--- src/inc/tcc_cfg.svh ---
`ifndef TCC_CFG_SVH
`define TCC_CFG_SVH
// Register indices; the byte address on the bus is four times the index
`define TCC_IDX_CTL0    8'hcc
`define TCC_IDX_VAL0    8'hcd
`define TCC_IDX_CTL1    8'hce
`define TCC_IDX_VAL1    8'hcf
`define TCC_IDX_STATUS  8'hd0
`define TCC_IDX_MASK    8'hd1
`define TCC_IDX_OUTPUTS 8'hd2
`define TCC_ADDR_W      10
// Control register fields
`define TCC_IRQEN_BIT   6
`define TCC_ACT_HI      5
`define TCC_ACT_LO      3
`define TCC_EN_BIT      2
`define TCC_RSV_HI      1
`define TCC_RSV_LO      0
`define TCC_CTL_RESET   8'h40
`define TCC_VAL_RESET   8'h00
`define TCC_MASK_RESET  2'h3
`define TCC_CNT_TOP     8'hff
`define TCC_CNT_ZERO    8'h00
`define TCC_MODE_UPDOWN 2'h3
`define TCC_ST_W        2
`endif

--- src/inc/tcc_pkg.sv ---
package tcc_pkg;
  typedef enum logic [2:0] {
    ACT_SET      = 3'b000,
    ACT_CLR      = 3'b001,
    ACT_TOG      = 3'b010,
    ACT_SET_UP   = 3'b011,
    ACT_CLR_UP   = 3'b100,
    ACT_SET_ALT  = 3'b101,
    ACT_CLR_ALT  = 3'b110,
    ACT_UNUSED   = 3'b111
  } tcc_action_t;
endpackage

--- src/verilog/tcc_compare.sv ---
// The implementer's own choice: the APB interface to the registers.
`include "tcc_cfg.svh"
//------------------------------------------------------------
//------------------------------------------------------------
module tcc_compare (
  input  wire logic                   clk,                 // 10 MHz clock
  input  wire logic                   sys_rst,             // Sync reset, high
  input  wire logic                   psel,                // APB select
  input  wire logic                   penable,             // APB enable
  input  wire logic                   pwrite,              // APB direction
  input  wire logic [`TCC_ADDR_W-1:0] paddr,               // APB byte address
  input  wire logic [31:0]            pwdata,              // APB write data
  output logic      [31:0]            prdata,              // APB read data
  output logic                        pready,              // APB ready
  output logic                        pslverr,             // APB error
  input  wire logic                   timer_tick,          // Prescaled tick
  input  wire logic [7:0]             timer_count,         // Counter value
  input  wire logic                   timer_count_down,    // Counter moving down
  input  wire logic [1:0]             timer_mode,          // Counter mode
  output logic                        channel0_pin,        // Channel 0 output
  output logic                        channel1_pin,        // Channel 1 output
  output logic                        channel0_dma_trigger, // DMA pulse ch0
  output logic                        channel1_dma_trigger, // DMA pulse ch1
  output logic                        cpu_timer_irq_flag,  // Level interrupt
  output logic      [1:0]             shared_timer_flags   // Sticky match flags
);
  logic [7:0] channel0_compare_control;
  logic [7:0] channel1_compare_control;
  logic [7:0] channel0_match_value;
  logic [7:0] channel1_match_value;
  logic [1:0] irq_mask;
  logic [1:0] match;
  logic [1:0] pins;
  logic [1:0] irq_en;
  logic [1:0] next_flags;
  logic       wr_en;
  logic       aligned;
  logic [7:0] index;
  logic [7:0] rd_byte;
  logic       mapped;
  logic       updown;
  logic [7:0] alt0_value;
  logic [2:0] act0;
  logic [2:0] act1;
  logic       live0;
  logic       live1;

  // Control byte as stored: bit 7 forced low
  function automatic logic [7:0] ctl_write(input logic [7:0] d);
    ctl_write = {1'b0, d[6:0]};
  endfunction

  //------------------------------------------------------------
  // Bus decode
  //------------------------------------------------------------
  tcc_apb_slave u_apb (
    .psel    (psel),
    .penable (penable),
    .pwrite  (pwrite),
    .paddr   (paddr),
    .wr_en   (wr_en),
    .rd_en   (),
    .index   (index),
    .aligned (aligned)
  );

  assign updown = (timer_mode == `TCC_MODE_UPDOWN);
  assign act0   = channel0_compare_control[`TCC_ACT_HI:`TCC_ACT_LO];
  assign act1   = channel1_compare_control[`TCC_ACT_HI:`TCC_ACT_LO];
  assign live0  = timer_tick && channel0_compare_control[`TCC_EN_BIT];
  assign live1  = timer_tick && channel1_compare_control[`TCC_EN_BIT];
  assign irq_en = {channel1_compare_control[`TCC_IRQEN_BIT],
                   channel0_compare_control[`TCC_IRQEN_BIT]};

  always_comb begin
    mapped  = 1'b1;
    rd_byte = 8'h00;
    case (index)
      `TCC_IDX_CTL0:    rd_byte = channel0_compare_control;
      `TCC_IDX_VAL0:    rd_byte = channel0_match_value;
      `TCC_IDX_CTL1:    rd_byte = channel1_compare_control;
      `TCC_IDX_VAL1:    rd_byte = channel1_match_value;
      `TCC_IDX_STATUS:  rd_byte = {6'h00, shared_timer_flags};
      `TCC_IDX_MASK:    rd_byte = {6'h00, irq_mask};
      `TCC_IDX_OUTPUTS: rd_byte = {6'h00, pins};
      default:          mapped  = 1'b0;
    endcase
  end

  // Zero-wait answer; pready held high so every access completes in one cycle
  always_ff @(posedge clk) begin
    if (sys_rst) begin
      pready  <= 1'b0;
      pslverr <= 1'b0;
      prdata  <= 32'h00000000;
    end else begin
      pready  <= 1'b1;
      pslverr <= psel && !penable && !(mapped && aligned);
      prdata  <= (psel && !penable) ? {24'h000000, rd_byte} : prdata;
    end
  end

  //------------------------------------------------------------
  // Registers
  //------------------------------------------------------------
  always_ff @(posedge clk) begin
    if (sys_rst) begin
      channel0_compare_control <= `TCC_CTL_RESET;
      channel1_compare_control <= `TCC_CTL_RESET;
    end else if (wr_en) begin
      // Reserved bits 1:0 are stored as written; software keeps them zero
      if (index == `TCC_IDX_CTL0) channel0_compare_control <= ctl_write(pwdata[7:0]);
      if (index == `TCC_IDX_CTL1) channel1_compare_control <= ctl_write(pwdata[7:0]);
    end
  end

  always_ff @(posedge clk) begin
    if (sys_rst) begin
      channel0_match_value <= `TCC_VAL_RESET;
      channel1_match_value <= `TCC_VAL_RESET;
      irq_mask             <= `TCC_MASK_RESET;
    end else if (wr_en) begin
      if (index == `TCC_IDX_VAL0) channel0_match_value <= pwdata[7:0];
      if (index == `TCC_IDX_VAL1) channel1_match_value <= pwdata[7:0];
      if (index == `TCC_IDX_MASK) irq_mask <= pwdata[1:0];
    end
  end

  //------------------------------------------------------------
  // Channels
  //------------------------------------------------------------
  // Channel 0 code 101 clears at the top count but code 110 sets at zero,
  // so its second compare value follows its own action field
  assign alt0_value = (act0 == tcc_pkg::ACT_CLR_ALT) ? `TCC_CNT_ZERO : `TCC_CNT_TOP;

  tcc_channel u_ch0 (
    .clk        (clk),
    .sys_rst    (sys_rst),
    .tick       (timer_tick),
    .count      (timer_count),
    .count_down (timer_count_down),
    .updown     (updown),
    .ctl        (channel0_compare_control),
    .value      (channel0_match_value),
    .alt_value  (alt0_value),
    .match      (match[0]),
    .pin        (pins[0])
  );

  tcc_channel u_ch1 (
    .clk        (clk),
    .sys_rst    (sys_rst),
    .tick       (timer_tick),
    .count      (timer_count),
    .count_down (timer_count_down),
    .updown     (updown),
    .ctl        (channel1_compare_control),
    .value      (channel1_match_value),
    .alt_value  (channel0_match_value),
    .match      (match[1]),
    .pin        (pins[1])
  );

  //------------------------------------------------------------
  // Flags, interrupt, DMA
  //------------------------------------------------------------
  // Set wins over a write-one clear in the same cycle
  always_comb begin
    next_flags = shared_timer_flags;
    if (wr_en && index == `TCC_IDX_STATUS) next_flags = next_flags & ~pwdata[1:0];
    next_flags = next_flags | match;
  end

  always_ff @(posedge clk) begin
    if (sys_rst) begin
      shared_timer_flags   <= 2'h0;
      cpu_timer_irq_flag   <= 1'b0;
      channel0_dma_trigger <= 1'b0;
      channel1_dma_trigger <= 1'b0;
      channel0_pin         <= 1'b0;
      channel1_pin         <= 1'b0;
    end else begin
      shared_timer_flags   <= next_flags;
      cpu_timer_irq_flag   <= |(next_flags & irq_en & irq_mask);
      channel0_dma_trigger <= match[0];
      channel1_dma_trigger <= match[1];
      channel0_pin         <= pins[0];
      channel1_pin         <= pins[1];
    end
  end
endmodule

--- src/verilog/tcc_channel.sv ---
`include "tcc_cfg.svh"
// One compare channel: match detect and pin action
module tcc_channel (
  input  wire logic       clk,        // System clock
  input  wire logic       sys_rst,    // Sync reset, high
  input  wire logic       tick,       // Active timer tick
  input  wire logic [7:0] count,      // Counter value
  input  wire logic       count_down, // Counter moving down
  input  wire logic       updown,     // Up/down mode
  input  wire logic [7:0] ctl,        // Control register
  input  wire logic [7:0] value,      // Own match value
  input  wire logic [7:0] alt_value,  // Second event value
  output logic            match,      // Match pulse
  output logic            pin         // Output pin
);
  logic        live;
  logic        hit;
  logic        at_zero;
  logic        at_alt;
  logic        next_pin;
  tcc_pkg::tcc_action_t act;

  assign act     = tcc_pkg::tcc_action_t'(ctl[`TCC_ACT_HI:`TCC_ACT_LO]);
  assign live    = tick && ctl[`TCC_EN_BIT];
  assign hit     = live && (count == value);
  assign at_zero = live && (count == `TCC_CNT_ZERO);
  assign at_alt  = live && (count == alt_value);

  always_comb begin
    next_pin = pin;
    case (act)
      tcc_pkg::ACT_SET:    if (hit) next_pin = 1'b1;
      tcc_pkg::ACT_CLR:    if (hit) next_pin = 1'b0;
      tcc_pkg::ACT_TOG:    if (hit) next_pin = ~pin;
      tcc_pkg::ACT_SET_UP: begin
        if (updown) begin
          if (hit) next_pin = ~count_down;
        end else if (hit) begin
          next_pin = 1'b1;
        end else if (at_zero) begin
          next_pin = 1'b0;
        end
      end
      tcc_pkg::ACT_CLR_UP: begin
        if (updown) begin
          if (hit) next_pin = count_down;
        end else if (hit) begin
          next_pin = 1'b0;
        end else if (at_zero) begin
          next_pin = 1'b1;
        end
      end
      tcc_pkg::ACT_SET_ALT: begin
        if (hit) next_pin = 1'b1;
        else if (at_alt) next_pin = 1'b0;
      end
      tcc_pkg::ACT_CLR_ALT: begin
        if (hit) next_pin = 1'b0;
        else if (at_alt) next_pin = 1'b1;
      end
      default: next_pin = pin;
    endcase
  end

  always_ff @(posedge clk) begin
    if (sys_rst) begin
      pin   <= 1'b0;
      match <= 1'b0;
    end else begin
      pin   <= next_pin;
      match <= hit;
    end
  end
endmodule

--- src/verilog/tcc_apb_slave.sv ---
`include "tcc_cfg.svh"
// Minimal zero-wait APB decode
module tcc_apb_slave (
  input  wire logic                   psel,    // APB select
  input  wire logic                   penable, // APB enable
  input  wire logic                   pwrite,  // APB direction
  input  wire logic [`TCC_ADDR_W-1:0] paddr,   // APB byte address
  output logic                        wr_en,   // Write strobe
  output logic                        rd_en,   // Read strobe
  output logic [7:0]                  index,   // Register index
  output logic                        aligned  // Word aligned
);
  assign aligned = (paddr[1:0] == 2'h0);
  assign index   = paddr[`TCC_ADDR_W-1:2];
  assign wr_en   = psel && penable && pwrite && aligned;
  assign rd_en   = psel && penable && !pwrite;
endmodule

--- config.mk ---
export PLATFORM = sky130hd
export DESIGN_NAME = tcc_compare
export DESIGN_NICKNAME = d
export VERILOG_FILES = /design/src/inc/tcc_pkg.sv /design/src/verilog/tcc_compare.sv /design/src/verilog/tcc_channel.sv /design/src/verilog/tcc_apb_slave.sv
export VERILOG_INCLUDE_DIRS = /design/src /design/src/inc
export SDC_FILE = /design/constraint.sdc
export NUM_CORES = 1
export LEC_CHECK = 0
export BUFFER_PORTS_ARGS = -buffer_cell sky130_fd_sc_hd__buf_2
export CAP_MARGIN = 20
export CORE_UTILIZATION = 46
export DETAILED_ROUTE_END_ITERATION = 8
export PLACE_DENSITY = 0.77
export REMOVE_ABC_BUFFERS = 1
export SYNTH_ARGS = -nofsm -noshare
export SYNTH_HDL_FRONTEND = slang
export SYNTH_SLANG_ARGS = --single-unit
--- constraint.sdc ---
create_clock -name clk -period 2.5 [get_ports clk]
set_input_delay 0.75 -clock clk [delete_from_list [all_inputs] [get_ports clk]]
set_output_delay 0.75 -clock clk [all_outputs]
set_load 0.03 [all_outputs]
==> metrics.txt <==
Filler cells=561; remaining routing DRC violations=0; RSZ-0062 raised after global routing=no; Worst-Skew Late Latency=0.30 ns; final worst setup slack=0.1262 ns; max incr delay on CP=0.54 ns; post-synthesis mux area share=15.85%; Sink Count=53; postcts setup bufs=0; Post-synth EDFFs=0; Cells after Synth=333; CP Max Fanout=2; CP endpoint kind=register; MaxCap Viol Count=0; gr usage total=22.45%; initial antenna violation count=0; Initial DRC Count=206; part of the cycle the worst path needs=94.95%; post-synthesis sequential area ratio=36.13%; die span in x=81.90 um; Unique masters post-synth=54; ys flop type=dfxtp_1; Pleak=1.417 nW; main combinational cell family by area after synthesis=simple AND/OR/NAND/NOR gates; synth warn=0; Ports=100; P per Cell Area=446.8 nW/um2; HP Start=prdata[0]$_SDFFE_PP0P_; antenna-violating nets left=0; clk slew on worst S/H paths=0.10 ns; Reg-to-Reg Start=channel0_match_value[7]$_SDFFE_PP0P_; share of layout cells above drive strength 1=26.78%; Die ar.=6708 um2; clock tree from TritonCTS=built; grt ovf=0; Root Driver=clkbuf_8; vias in the first global route=2292; drt pass-1 iters=4; CP arrival=2.59 ns; share of async-settable or async-resettable flops after synthesis=0%; post-CTS sizing=0; Setup WS pre-CTS=-0.2257 ns; FF/Latch Area=1061 um2; Synth Area in Simple Gates=21.05%; maximum root-to-sink buffer count=2; Synth area leaders=dfxtp_1 (36%), mux2i_1 (11%), nor2_1 (6.5%); crit path cell chain=buf_2 -> or4_4 -> or3_1 -> a311o_1 -> o21ai_2 -> a21oi_1 -> a311oi_1; Hold Path Stages=2; fmax=0.4213 GHz; XOR/XNOR share of the synthesized area=4.772%; # port buffers=51; initial core utilization=48.73%; placer congestion estimate=0.9350; Peak VDD IR=0.0003531 V; die height=81.90 um; Total Wirelength=7169 um; Placement Rows=28; area share of the largest cell type after synthesis=36.13%; Synth area leader=dfxtp_1; first-pass GRT wire length=11250 um; Worst path slowest cell=or4_4; # diodes=0; Synth Area in Compound Gates=11.55%; htree depth=2; clock skew=0.005195 ns; via count=2593; vias per cell=5.380; adder-cell share of the synthesized area=0%; pin count of the biggest net entering global routing=30; Final setup viols=0; R2R depth=7; required time of the critical path=2.72 ns; final hold viol count=0; WL/cell=14.87 um; post-cts hold buffer count=0; Hold Path Class=reg -> reg; startpoint types=input port; Inserted Clock Buffers=5; DP Wirelength=5534 um; outcome=completed; nets@finish=465; crit path kind=in -> reg; Synth Cell Area=2937 um2; hold slack=0.4643 ns; core area=6026 um2; Tmin final=2.374 ns; area of the multi-input gates=1653 um2; area grow syn2layout=16.57%; Synth Area per Inst=8.819 um2; FF+latch count, synth=53; Critical path origin=timer_count[4]; Final Slew Violations=0
[kinds of logic (layout without fill, tap and decap cells)]
kind of cell    Yosys count  after routing
other cells               1             24
compound gates           49             49
flops                    53             53
simple gates            126            126
buf+inv                  48             99
xor+xnor                 16             16
mux                      40             40
[through the flow]
stage	cell area, um2	total power, mW	util (%)	instances	setup TNS, ns
after floorplan	2744	0.9544	-	316	0
after CTS	3423	1.534	56.81	482	0
final	3423	1.529	56.81	482	0
after global placement	3333	1.051	55.32	474	-0.1841
after detailed placement	3333	1.054	55.32	474	-0.2736
after global routing	3423	1.583	56.81	482	0
[worst paths after layout]
| path | endpoint | slack, ns |
|---|---|---|
| max | u_ch1.pin$_SDFFE_PP0P_ | 0.13 |
| min | prdata[0]$_SDFFE_PP0P_ | 0.46 |
| max reg2reg | u_ch0.pin$_SDFFE_PP0P_ | 0.63 |
| min reg2reg | prdata[0]$_SDFFE_PP0P_ | 0.46 |
[synth_stat cells (2+ instances only)]
master	count
a211oi_1	2
a21oi_1	15
a22oi_1	7
a311oi_1	2
a32oi_1	3
and2_1	2
buf_4	24
clkbuf_1	10
clkbuf_8	3
dfxtp_1	53
inv_1	7
mux2_2	2
mux2i_1	33
mux4_2	5
nand2_1	21
nand2b_1	3
nand3_1	8
nand3b_1	4
nand4_1	5
nor2_1	51
nor2_2	2
nor2b_1	5
nor3_1	8
nor3_2	2
nor4_1	5
o21ai_0	3
o21ai_1	3
o31ai_1	2
o32ai_1	2
or2_2	2
xor2_1	16
[flip-flops by register name, summed over array words and instances, names as in the netlist]
| register | cells |
|---|---|
| channel0_match_value | 8 |
| channel1_match_value | 8 |
| prdata | 8 |
| channel0_compare_control | 7 |
| channel1_compare_control | 7 |
| irq_mask | 2 |
| shared_timer_flags | 2 |
| channel0_dma_trigger | 1 |
| channel0_pin | 1 |
| channel1_dma_trigger | 1 |
| channel1_pin | 1 |
| cpu_timer_irq_flag | 1 |
| pready | 1 |
| pslverr | 1 |
| u_ch0.match | 1 |
| u_ch0.pin | 1 |
| u_ch1.match | 1 |
| u_ch1.pin | 1 |
[cell usage in the layout, fill, tap and decap left out, types with 15 or more instances in the layout]
cell and count:
dfxtp_1 53, nor2_1 51, buf_2 51, buf_4 32, conb_1 24, nand2_1 21, xor2_1 16, mux2i_1 33
a21oi_1 15
[worst max-delay path, delay by kind of cell]
kind,cells,cell delay [ns]
AO/OA/AOI/OAI,4,0.79
buffers and inverters,1,0.12
AND/OR/NAND/NOR,2,0.92
[where the power goes]
group | internal (mW) | leakage [nW] | switching [mW]
clock | 0.199 | 0.0445 | 0.294
sequential | 0.846 | 0.428 | 0.000781
combinational | 0.0596 | 0.945 | 0.130
total | 1.11 | 1.42 | 0.424
[layout make-up]
| class | instances | area share [%] |
|---|---|---|
| Multi-Input combinational cell | 255 | 48.28 |
| Sequential cell | 53 | 30.99 |
| Timing Repair Buffer | 83 | 14.47 |
| Tap cell | 75 | 2.741 |
| Clock buffer | 5 | 2.010 |
| Inverter | 8 | 0.8772 |
| Clock inverter | 3 | 0.6213 |
[metal layers]
layer,part of all wire [%],global-route usage [%]
met1,43,28.29
met2,50,37.52
met3,5.6,3.667
met4,1.9,9.825
met5,0,0
Power figures use the tool's default switching activity.
